[src/oscsw_defines.vh]
`ifndef OSCSW_DEFINES_VH
`define OSCSW_DEFINES_VH
// byte addresses on the register bus
`define OSCSW_ADDR_CTRL 4'h0
`define OSCSW_ADDR_UNLOCK 4'h4
`define OSCSW_ADDR_STATUS 4'h8
// unlock keys, written in this order to the unlock word
`define OSCSW_KEY1 16'h0046
`define OSCSW_KEY2 16'h0057
// control register field positions
`define OSCSW_BIT_REQ 0
`define OSCSW_BIT_SECEN 1
`define OSCSW_BIT_FAIL 3
`define OSCSW_BIT_PLLLK 5
`define OSCSW_BIT_REMAP 6
`define OSCSW_BIT_CLKLK 7
`define OSCSW_NSEL_LO 8
`define OSCSW_NSEL_HI 10
`define OSCSW_CUR_LO 12
`define OSCSW_CUR_HI 14
// source codes
`define OSCSW_SRC_FRC 3'h0
`define OSCSW_SRC_FAST_INTERNAL_RC_WITH_MULTIPLIER 3'h1
`define OSCSW_SRC_PRI 3'h2
`define OSCSW_SRC_PRIPLL 3'h3
`define OSCSW_SRC_SEC 3'h4
`define OSCSW_SRC_LOW_POWER_INTERNAL_RC 3'h5
`define OSCSW_SRC_FRC16 3'h6
`define OSCSW_SRC_FRCN 3'h7
// cycles the unlock stays open after the second key
`define OSCSW_UNLOCK_CYC 4'h8
`endif

[src/oscsw_ctrl.v]
// The address map and the AXI4-Lite slave port were chosen for this implementation.
`include "oscsw_defines.vh"
// Notes on behaviour
// - software sets the switch request to move to the selected source and hardware clears it when the switch is done.
// - a detected clock failure sets a sticky fail flag that software can only clear.
// - the secondary enable bit turns the secondary oscillator on when 1 and off when 0.
// - control register writes only take effect right after the unlock sequence.
// - the control register returns to reset values only on power-on reset.
// - bits 11, 4 and 2 always read zero.
module oscsw_ctrl #(
    parameter [2:0] NSEL_INIT = 3'h0
) (
    input wire MCLK,
    input wire ARST_N,
    input wire SYS_RST_N,
    input wire [3:0] S_AXI_AWADDR,
    input wire S_AXI_AWVALID,
    output wire S_AXI_AWREADY,
    input wire [31:0] S_AXI_WDATA,
    input wire [3:0] S_AXI_WSTRB,
    input wire S_AXI_WVALID,
    output wire S_AXI_WREADY,
    output wire [1:0] S_AXI_BRESP,
    output wire S_AXI_BVALID,
    input wire S_AXI_BREADY,
    input wire [3:0] S_AXI_ARADDR,
    input wire S_AXI_ARVALID,
    output wire S_AXI_ARREADY,
    output wire [31:0] S_AXI_RDATA,
    output wire [1:0] S_AXI_RRESP,
    output wire S_AXI_RVALID,
    input wire S_AXI_RREADY,
    input wire [2:0] CURRENT_SOURCE,
    input wire SWITCH_DONE,
    input wire CLOCK_FAIL,
    input wire PLL_LOCKED,
    input wire PLL_TIMER_BUSY,
    input wire PLL_ENABLED,
    input wire PIN_SELECT_WE,
    output wire PIN_SELECT_WE_OK,
    output wire [2:0] NEW_SOURCE_SELECT,
    output wire SWITCH_REQUEST,
    output wire SECONDARY_OSC_ENABLE,
    output wire CLOCK_SOURCE_LOCK,
    output wire PIN_REMAP_LOCK,
    output wire CLOCK_FAIL_FLAG
);
    reg [31:0] awaddr_reg;
    reg aw_full_reg;
    reg [31:0] wdata_reg;
    reg [3:0] wstrb_reg;
    reg w_full_reg;
    reg bvalid_reg;
    reg [1:0] bresp_reg;
    reg rvalid_reg;
    reg [31:0] rdata_reg;
    reg [1:0] rresp_reg;
    reg [2:0] nsel_reg;
    reg req_reg;
    reg secen_reg;
    reg clklk_reg;
    reg remap_reg;
    reg fail_reg;
    reg [15:0] ctrl_rd;
    wire wr_go;
    wire wr_ctrl;
    wire wr_key;
    wire key_open;
    wire [15:0] wd16;
    wire lo_en;
    wire hi_en;

    function [15:0] merge16;
        input [15:0] old;
        input [15:0] nw;
        input [1:0] strb;
        begin
            merge16 = {strb[1] ? nw[15:8] : old[15:8],
                       strb[0] ? nw[7:0] : old[7:0]};
        end
    endfunction

    assign S_AXI_AWREADY = !aw_full_reg;
    assign S_AXI_WREADY = !w_full_reg;
    assign S_AXI_BVALID = bvalid_reg;
    assign S_AXI_BRESP = bresp_reg;
    assign S_AXI_ARREADY = !rvalid_reg;
    assign S_AXI_RVALID = rvalid_reg;
    assign S_AXI_RDATA = rdata_reg;
    assign S_AXI_RRESP = rresp_reg;

    assign wr_go = aw_full_reg && w_full_reg && !bvalid_reg;
    assign wr_ctrl = wr_go && awaddr_reg[3:0] == `OSCSW_ADDR_CTRL;
    assign wr_key = wr_go && awaddr_reg[3:0] == `OSCSW_ADDR_UNLOCK;
    assign wd16 = merge16(ctrl_rd, wdata_reg[15:0], wstrb_reg[1:0]);
    assign lo_en = wr_ctrl && key_open && wstrb_reg[0];
    assign hi_en = wr_ctrl && key_open && wstrb_reg[1];

    oscsw_keyseq u_keyseq (
        .clk(MCLK),
        .arst_n(ARST_N),
        .key_we(wr_key),
        .key_data(wdata_reg[15:0]),
        .consume(wr_ctrl),
        .open(key_open)
    );

    always @(posedge MCLK or negedge ARST_N) begin
        if (!ARST_N) begin
            aw_full_reg <= 1'b0;
            awaddr_reg <= 32'h0;
            w_full_reg <= 1'b0;
            wdata_reg <= 32'h0;
            wstrb_reg <= 4'h0;
            bvalid_reg <= 1'b0;
            bresp_reg <= 2'h0;
        end else begin
            if (S_AXI_AWVALID && !aw_full_reg) begin
                aw_full_reg <= 1'b1;
                awaddr_reg <= {28'h0, S_AXI_AWADDR};
            end
            if (S_AXI_WVALID && !w_full_reg) begin
                w_full_reg <= 1'b1;
                wdata_reg <= S_AXI_WDATA;
                wstrb_reg <= S_AXI_WSTRB;
            end
            if (wr_go) begin
                bvalid_reg <= 1'b1;
                aw_full_reg <= 1'b0;
                w_full_reg <= 1'b0;
                if (awaddr_reg[3:0] == `OSCSW_ADDR_CTRL ||
                    awaddr_reg[3:0] == `OSCSW_ADDR_UNLOCK ||
                    awaddr_reg[3:0] == `OSCSW_ADDR_STATUS) begin
                    bresp_reg <= 2'h0;
                end else begin
                    bresp_reg <= 2'h2;
                end
            end else if (bvalid_reg && S_AXI_BREADY) begin
                bvalid_reg <= 1'b0;
            end
        end
    end

    always @(posedge MCLK or negedge ARST_N) begin
        if (!ARST_N) begin
            // the source field powers up at the configured value
            nsel_reg <= NSEL_INIT;
            req_reg <= 1'b0;
            secen_reg <= 1'b0;
            clklk_reg <= 1'b0;
            remap_reg <= 1'b0;
            fail_reg <= 1'b0;
        end else begin
            if (hi_en && !clklk_reg) begin
                nsel_reg <= wd16[`OSCSW_NSEL_HI:`OSCSW_NSEL_LO];
            end
            if (lo_en) begin
                secen_reg <= wd16[`OSCSW_BIT_SECEN];
                remap_reg <= wd16[`OSCSW_BIT_REMAP];
                // lock bit is sticky until power-on reset
                clklk_reg <= clklk_reg | wd16[`OSCSW_BIT_CLKLK];
            end
            if (SWITCH_DONE && req_reg) begin
                req_reg <= 1'b0;
            end else if (lo_en && !clklk_reg) begin
                req_reg <= wd16[`OSCSW_BIT_REQ];
            end
            if (CLOCK_FAIL) begin
                fail_reg <= 1'b1;
            end else if (lo_en && !wdata_reg[`OSCSW_BIT_FAIL]) begin
                fail_reg <= 1'b0;
            end
        end
    end

    always @* begin
        ctrl_rd = 16'h0;
        ctrl_rd[`OSCSW_CUR_HI:`OSCSW_CUR_LO] = CURRENT_SOURCE;
        ctrl_rd[`OSCSW_NSEL_HI:`OSCSW_NSEL_LO] = nsel_reg;
        ctrl_rd[`OSCSW_BIT_CLKLK] = clklk_reg;
        ctrl_rd[`OSCSW_BIT_REMAP] = remap_reg;
        ctrl_rd[`OSCSW_BIT_PLLLK] = PLL_LOCKED && PLL_ENABLED &&
            !PLL_TIMER_BUSY;
        ctrl_rd[`OSCSW_BIT_FAIL] = fail_reg;
        ctrl_rd[`OSCSW_BIT_SECEN] = secen_reg;
        ctrl_rd[`OSCSW_BIT_REQ] = req_reg;
        ctrl_rd[11] = 1'b0;
        ctrl_rd[4] = 1'b0;
        ctrl_rd[2] = 1'b0;
    end

    always @(posedge MCLK or negedge ARST_N) begin
        if (!ARST_N) begin
            rvalid_reg <= 1'b0;
            rdata_reg <= 32'h0;
            rresp_reg <= 2'h0;
        end else if (S_AXI_ARVALID && !rvalid_reg) begin
            rvalid_reg <= 1'b1;
            rresp_reg <= 2'h0;
            case (S_AXI_ARADDR)
                `OSCSW_ADDR_CTRL: rdata_reg <= {16'h0, ctrl_rd};
                `OSCSW_ADDR_UNLOCK: rdata_reg <= 32'h0;
                `OSCSW_ADDR_STATUS: rdata_reg <= {31'h0, key_open};
                default: begin
                    rdata_reg <= 32'h0;
                    rresp_reg <= 2'h2;
                end
            endcase
        end else if (rvalid_reg && S_AXI_RREADY) begin
            rvalid_reg <= 1'b0;
        end
    end

    assign NEW_SOURCE_SELECT = nsel_reg;
    assign SWITCH_REQUEST = req_reg;
    assign SECONDARY_OSC_ENABLE = secen_reg;
    assign CLOCK_SOURCE_LOCK = clklk_reg;
    assign PIN_REMAP_LOCK = remap_reg;
    assign CLOCK_FAIL_FLAG = fail_reg;
    assign PIN_SELECT_WE_OK = PIN_SELECT_WE && !remap_reg;

    // SYS_RST_N is deliberately not used: only power-on clears the register
    wire unused_sys_rst = SYS_RST_N;
endmodule

[src/oscsw_keyseq.v]
`include "oscsw_defines.vh"
// unlock sequencer: two keys in order open a short write window
module oscsw_keyseq (
    input wire clk,
    input wire arst_n,
    input wire key_we,
    input wire [15:0] key_data,
    input wire consume,
    output wire open
);
    reg [1:0] st_reg;
    reg [1:0] st_next;
    reg [3:0] cnt_reg;
    reg [3:0] cnt_next;
    localparam S_IDLE = 2'h0;
    localparam S_KEY1 = 2'h1;
    localparam S_OPEN = 2'h2;

    assign open = (st_reg == S_OPEN);

    always @* begin
        st_next = st_reg;
        cnt_next = cnt_reg;
        case (st_reg)
            S_IDLE: begin
                if (key_we && key_data == `OSCSW_KEY1) begin
                    st_next = S_KEY1;
                end
            end
            S_KEY1: begin
                if (key_we) begin
                    if (key_data == `OSCSW_KEY2) begin
                        st_next = S_OPEN;
                        cnt_next = `OSCSW_UNLOCK_CYC;
                    end else begin
                        st_next = S_IDLE;
                    end
                end
            end
            S_OPEN: begin
                // one write per unlock; the window also times out
                if (consume || cnt_reg == 4'h1) begin
                    st_next = S_IDLE;
                end
                cnt_next = cnt_reg - 4'h1;
            end
            default: begin
                st_next = S_IDLE;
            end
        endcase
    end

    always @(posedge clk or negedge arst_n) begin
        if (!arst_n) begin
            st_reg <= S_IDLE;
            cnt_reg <= 4'h0;
        end else begin
            st_reg <= st_next;
            cnt_reg <= cnt_next;
        end
    end
endmodule

[config.mk]
export PLATFORM = sky130hd
export DESIGN_NAME = oscsw_ctrl
export DESIGN_NICKNAME = d
export VERILOG_FILES = /design/src/oscsw_ctrl.v /design/src/oscsw_keyseq.v
export VERILOG_INCLUDE_DIRS = /design/src
export SDC_FILE = /design/constraint.sdc
export NUM_CORES = 1
export LEC_CHECK = 0
export BUFFER_PORTS_ARGS = -buffer_cell sky130_fd_sc_hd__buf_2
export CAP_MARGIN = 20
export CORE_UTILIZATION = 44
export CTS_BUF_LIST = sky130_fd_sc_hd__clkbuf_4
export DETAILED_ROUTE_END_ITERATION = 6
export PLACE_DENSITY = 0.78
export SLEW_MARGIN = 25
export SYNTH_ARGS = -nofsm -noshare
export SYNTH_HDL_FRONTEND = slang
export SYNTH_SLANG_ARGS = --single-unit
[constraint.sdc]
create_clock -name MCLK -period 2.2 [get_ports MCLK]
set_clock_uncertainty 0.2 [all_clocks]
set_input_delay 0.33 -clock MCLK [delete_from_list [all_inputs] [get_ports MCLK]]
set_output_delay 0.33 -clock MCLK [all_outputs]
set_load 0.01 [all_outputs]
==> impl_metrics.yaml <==
status:
  status: "complete, but fails checks"
  violations: "negative setup slack"
sta:
  tightest_slew_ns: 0.654
  setup_ws_ns: -0.293
  finalSetupViolCount: 2
  slew_headroom_pct: 56.4
  whs_ns: 0.0377
  hold_viol_final: 0
  setup_tns_ns: -0.557
  rsz0062_at_grt: "true"
  min_period_over_period_pct: 113
  slew_violations: 0
  min_period_ns: 2.49
  clock.fmax_mhz: 401
setup_path:
  crit_required_ns: 2.31
  path_class: "register to register"
  max_stage_delay_ns: 0.54
  reg2reg_to: "u_keyseq.st_reg[0]$_DFFE_PN0P_"
  reg2reg_depth: 5
  critPathLaunchType: "register"
  cp_slowest_cell: "or4_4"
  r2r-start: "wdata_reg[13]$_DFFE_PN0P_"
  crit_top_cell: "or4_4"
  cp.arrival_ns: 2.61
  path_delay_family: "simple AND/OR/NAND/NOR gates"
  crit_buf_inv: 0
  end_kind: "register"
  crit_fanout: 2
  r2r_slack_ns: -0.29
  worstPathCellList: "or4_4 > or4_4 > or4b_4 > a21o_1 > a21oi_2"
synth:
  synth_edf_count: 0
  seq_area_frac_synth_pct: 54.2
  synth.cell_area_um2: 2490
  yosys.area.top_type_share_pct: 54.2
  yosysTopAreaCell: "dfrtp_1"
  syn_inst: 206
  postSynth.asyncResetShare_pct: 100
  synthFlopType: "dfrtp_1"
  yosysMostFrequentCell: "dfrtp_1"
  syn_avg_cell_area_um2: 12.1
  synth_area_leaders: "dfrtp_1, mux2_2, buf_4, a22o_1, ha_1"
  yosys_warnings: 0
  yosys.cell_types.count: 36
  ys_seq_elements: 54
  synth_common_cells: "dfrtp_1, mux2_2, buf_4"
min_path:
  min_from: "S_AXI_ARADDR[0]"
  holdCritPathClass: "primary input to register"
  hold_path_end: "S_AXI_RRESP[1]$_DFFE_PN0P_"
  hold_depth: 3
global_route:
  grt_max_degree: 55
  grt_pass1_wl_um: 8300
  antenna_found_initial: 0
  grt_overflow: 0
  grt_pass1_vias: 1847
  track_usage_pct: 17.6
cts:
  htree_levels: 2
  cts-root-buf: "clkbuf_4"
  clkTransAtPathRegs_ns: 0.16
  cts_buffers: 5
  post-cts-setup-buffers: 0
  cts_tree: "done"
  clockBufferDepth: 2
  worst_skew_pair.late_latency_ns: 0.38
  cts_sinks: 54
floorplan:
  io_pins: 111
  die_h_um: 77.3
  fp.dieW_um: 77.3
  coreArea_um2: 5470
  start_util_pct: 45.5
  dieArea_um2: 5970
  num_rows: 27
job:
  drv_cap: 0
routing:
  vias_per_cell: 4.76
  drt_iter0_drc: 71
  post_drt_wl_per_cell_um: 12.5
  vias: 1890
  drc: 0
  drt-total-wl_um: 4960
  first_pass_iters: 3
  ant_nets: 0
placed_design:
  portBuffers: 69
  hpwl_um: 3570
  globalplace.congestion: 0.851
final_layout:
  antenna_cells: 0
  largest_register_ffs: 16
  nNetsFinal: 390
  fill_cells: 455
  drive_above_1_share_pct: 39.7
  syn2layout_area_growth_pct: 34.1
  postLayoutCoreUtil_pct: 61.1
pwr:
  worst_ir_drop_vdd_mv: 0.534
  p_per_area_nw_per_um2: 805
  leakage_uw: 0.00167
==> where the power goes <==
group	internal (µW)	switching, µW
sequential	1250	184
clock	140	332
combinational	473	315
==> repair_timing <==
item,CTS,global route
gates cloned,0,0
endpoints found under the hold margin,85,0
pin swaps,1,2
resized for setup,1,4
endpoints found under the setup margin,3,7
hold buffers,32,0
==> cell usage in the layout, fill, tap and decap left out, types with 2 or more instances in the layout <==
| cell type | count |
|---|---|
| dlygate4sd3_1 | 32 |
| mux2_2 | 26 |
| nand3_1 | 3 |
| a22o_1 | 11 |
| a21oi_1 | 2 |
| nand3b_1 | 2 |
| nand2_1 | 12 |
| or4_4 | 4 |
| o21ai_0 | 8 |
| inv_1 | 10 |
| o21a_1 | 2 |
| conb_1 | 22 |
| ha_1 | 5 |
| nor3_1 | 3 |
| nor2_1 | 4 |
| o31ai_1 | 3 |
| mux2i_1 | 3 |
| nor2b_1 | 3 |
| buf_4 | 16 |
| nand4b_1 | 3 |
| or3_1 | 2 |
| dfrtp_1 | 54 |
| buf_2 | 69 |
| clkbuf_4 | 5 |
| a211oi_1 | 2 |
==> final cells by class <==
class                   instances  area [µm²]  share of cell area [%]
inverters                      11        41.3                    1.24
flip-flops and latches         54        1350                    40.4
multi-input cells             135        1010                    30.2
clock inverters                 3        28.8                   0.861
well taps                      72        90.1                    2.69
clock buffers                   5        37.5                    1.12
repair buffers                117         786                    23.5
==> worst max path at each step <==
stage                              start                              to  depth (start not counted)
6_report       wdata_reg[13]$_DFFE_PN0P_  u_keyseq.st_reg[0]$_DFFE_PN0P_                          5
5_1_grt        wdata_reg[13]$_DFFE_PN0P_  u_keyseq.st_reg[0]$_DFFE_PN0P_                          5
3_5_place_dp   wdata_reg[13]$_DFFE_PN0P_  u_keyseq.st_reg[0]$_DFFE_PN0P_                          5
2_1_floorplan  wdata_reg[13]$_DFFE_PN0P_  u_keyseq.st_reg[0]$_DFFE_PN0P_                          5
4_1_cts        wdata_reg[13]$_DFFE_PN0P_  u_keyseq.st_reg[0]$_DFFE_PN0P_                          5
3_3_place_gp   wdata_reg[13]$_DFFE_PN0P_  u_keyseq.st_reg[0]$_DFFE_PN0P_                          5
==> worst min-delay path: stages <==
cell      delay (ns)
buf_2           0.08
a211oi_1        0.04
o21ai_0         0.14
==> cells by family after synthesis <==
logic type	synth area share, %
other	0.150
DFF	54.2
buffers and inverters	9.04
AOI/OAI and AO/OA	10.0
adders and majority gates	2.51
and+or+nand+nor	11.1
muxes	13.0
==> routing by layer <==
metal	track usage, %	routed length (µm)	vias up
li1	-	-	926
met1	21.5	2210	891
met2	31.2	2430	69
met3	3.69	270	4
met4	5.09	55	0
met5	0	0	-
==> metrics by stage <==
step	total power (µW)	std cells	setup WS, ns	cell area, µm²
after floorplan	1890	227	-0.191	2570
after global placement	2160	357	-0.240	2940
after detailed placement	2200	357	-0.292	2940
after CTS	2710	397	-0.312	3330
after global routing	2860	397	-0.383	3340
final	2690	397	-0.293	3340
Power figures use the tool's default switching activity.
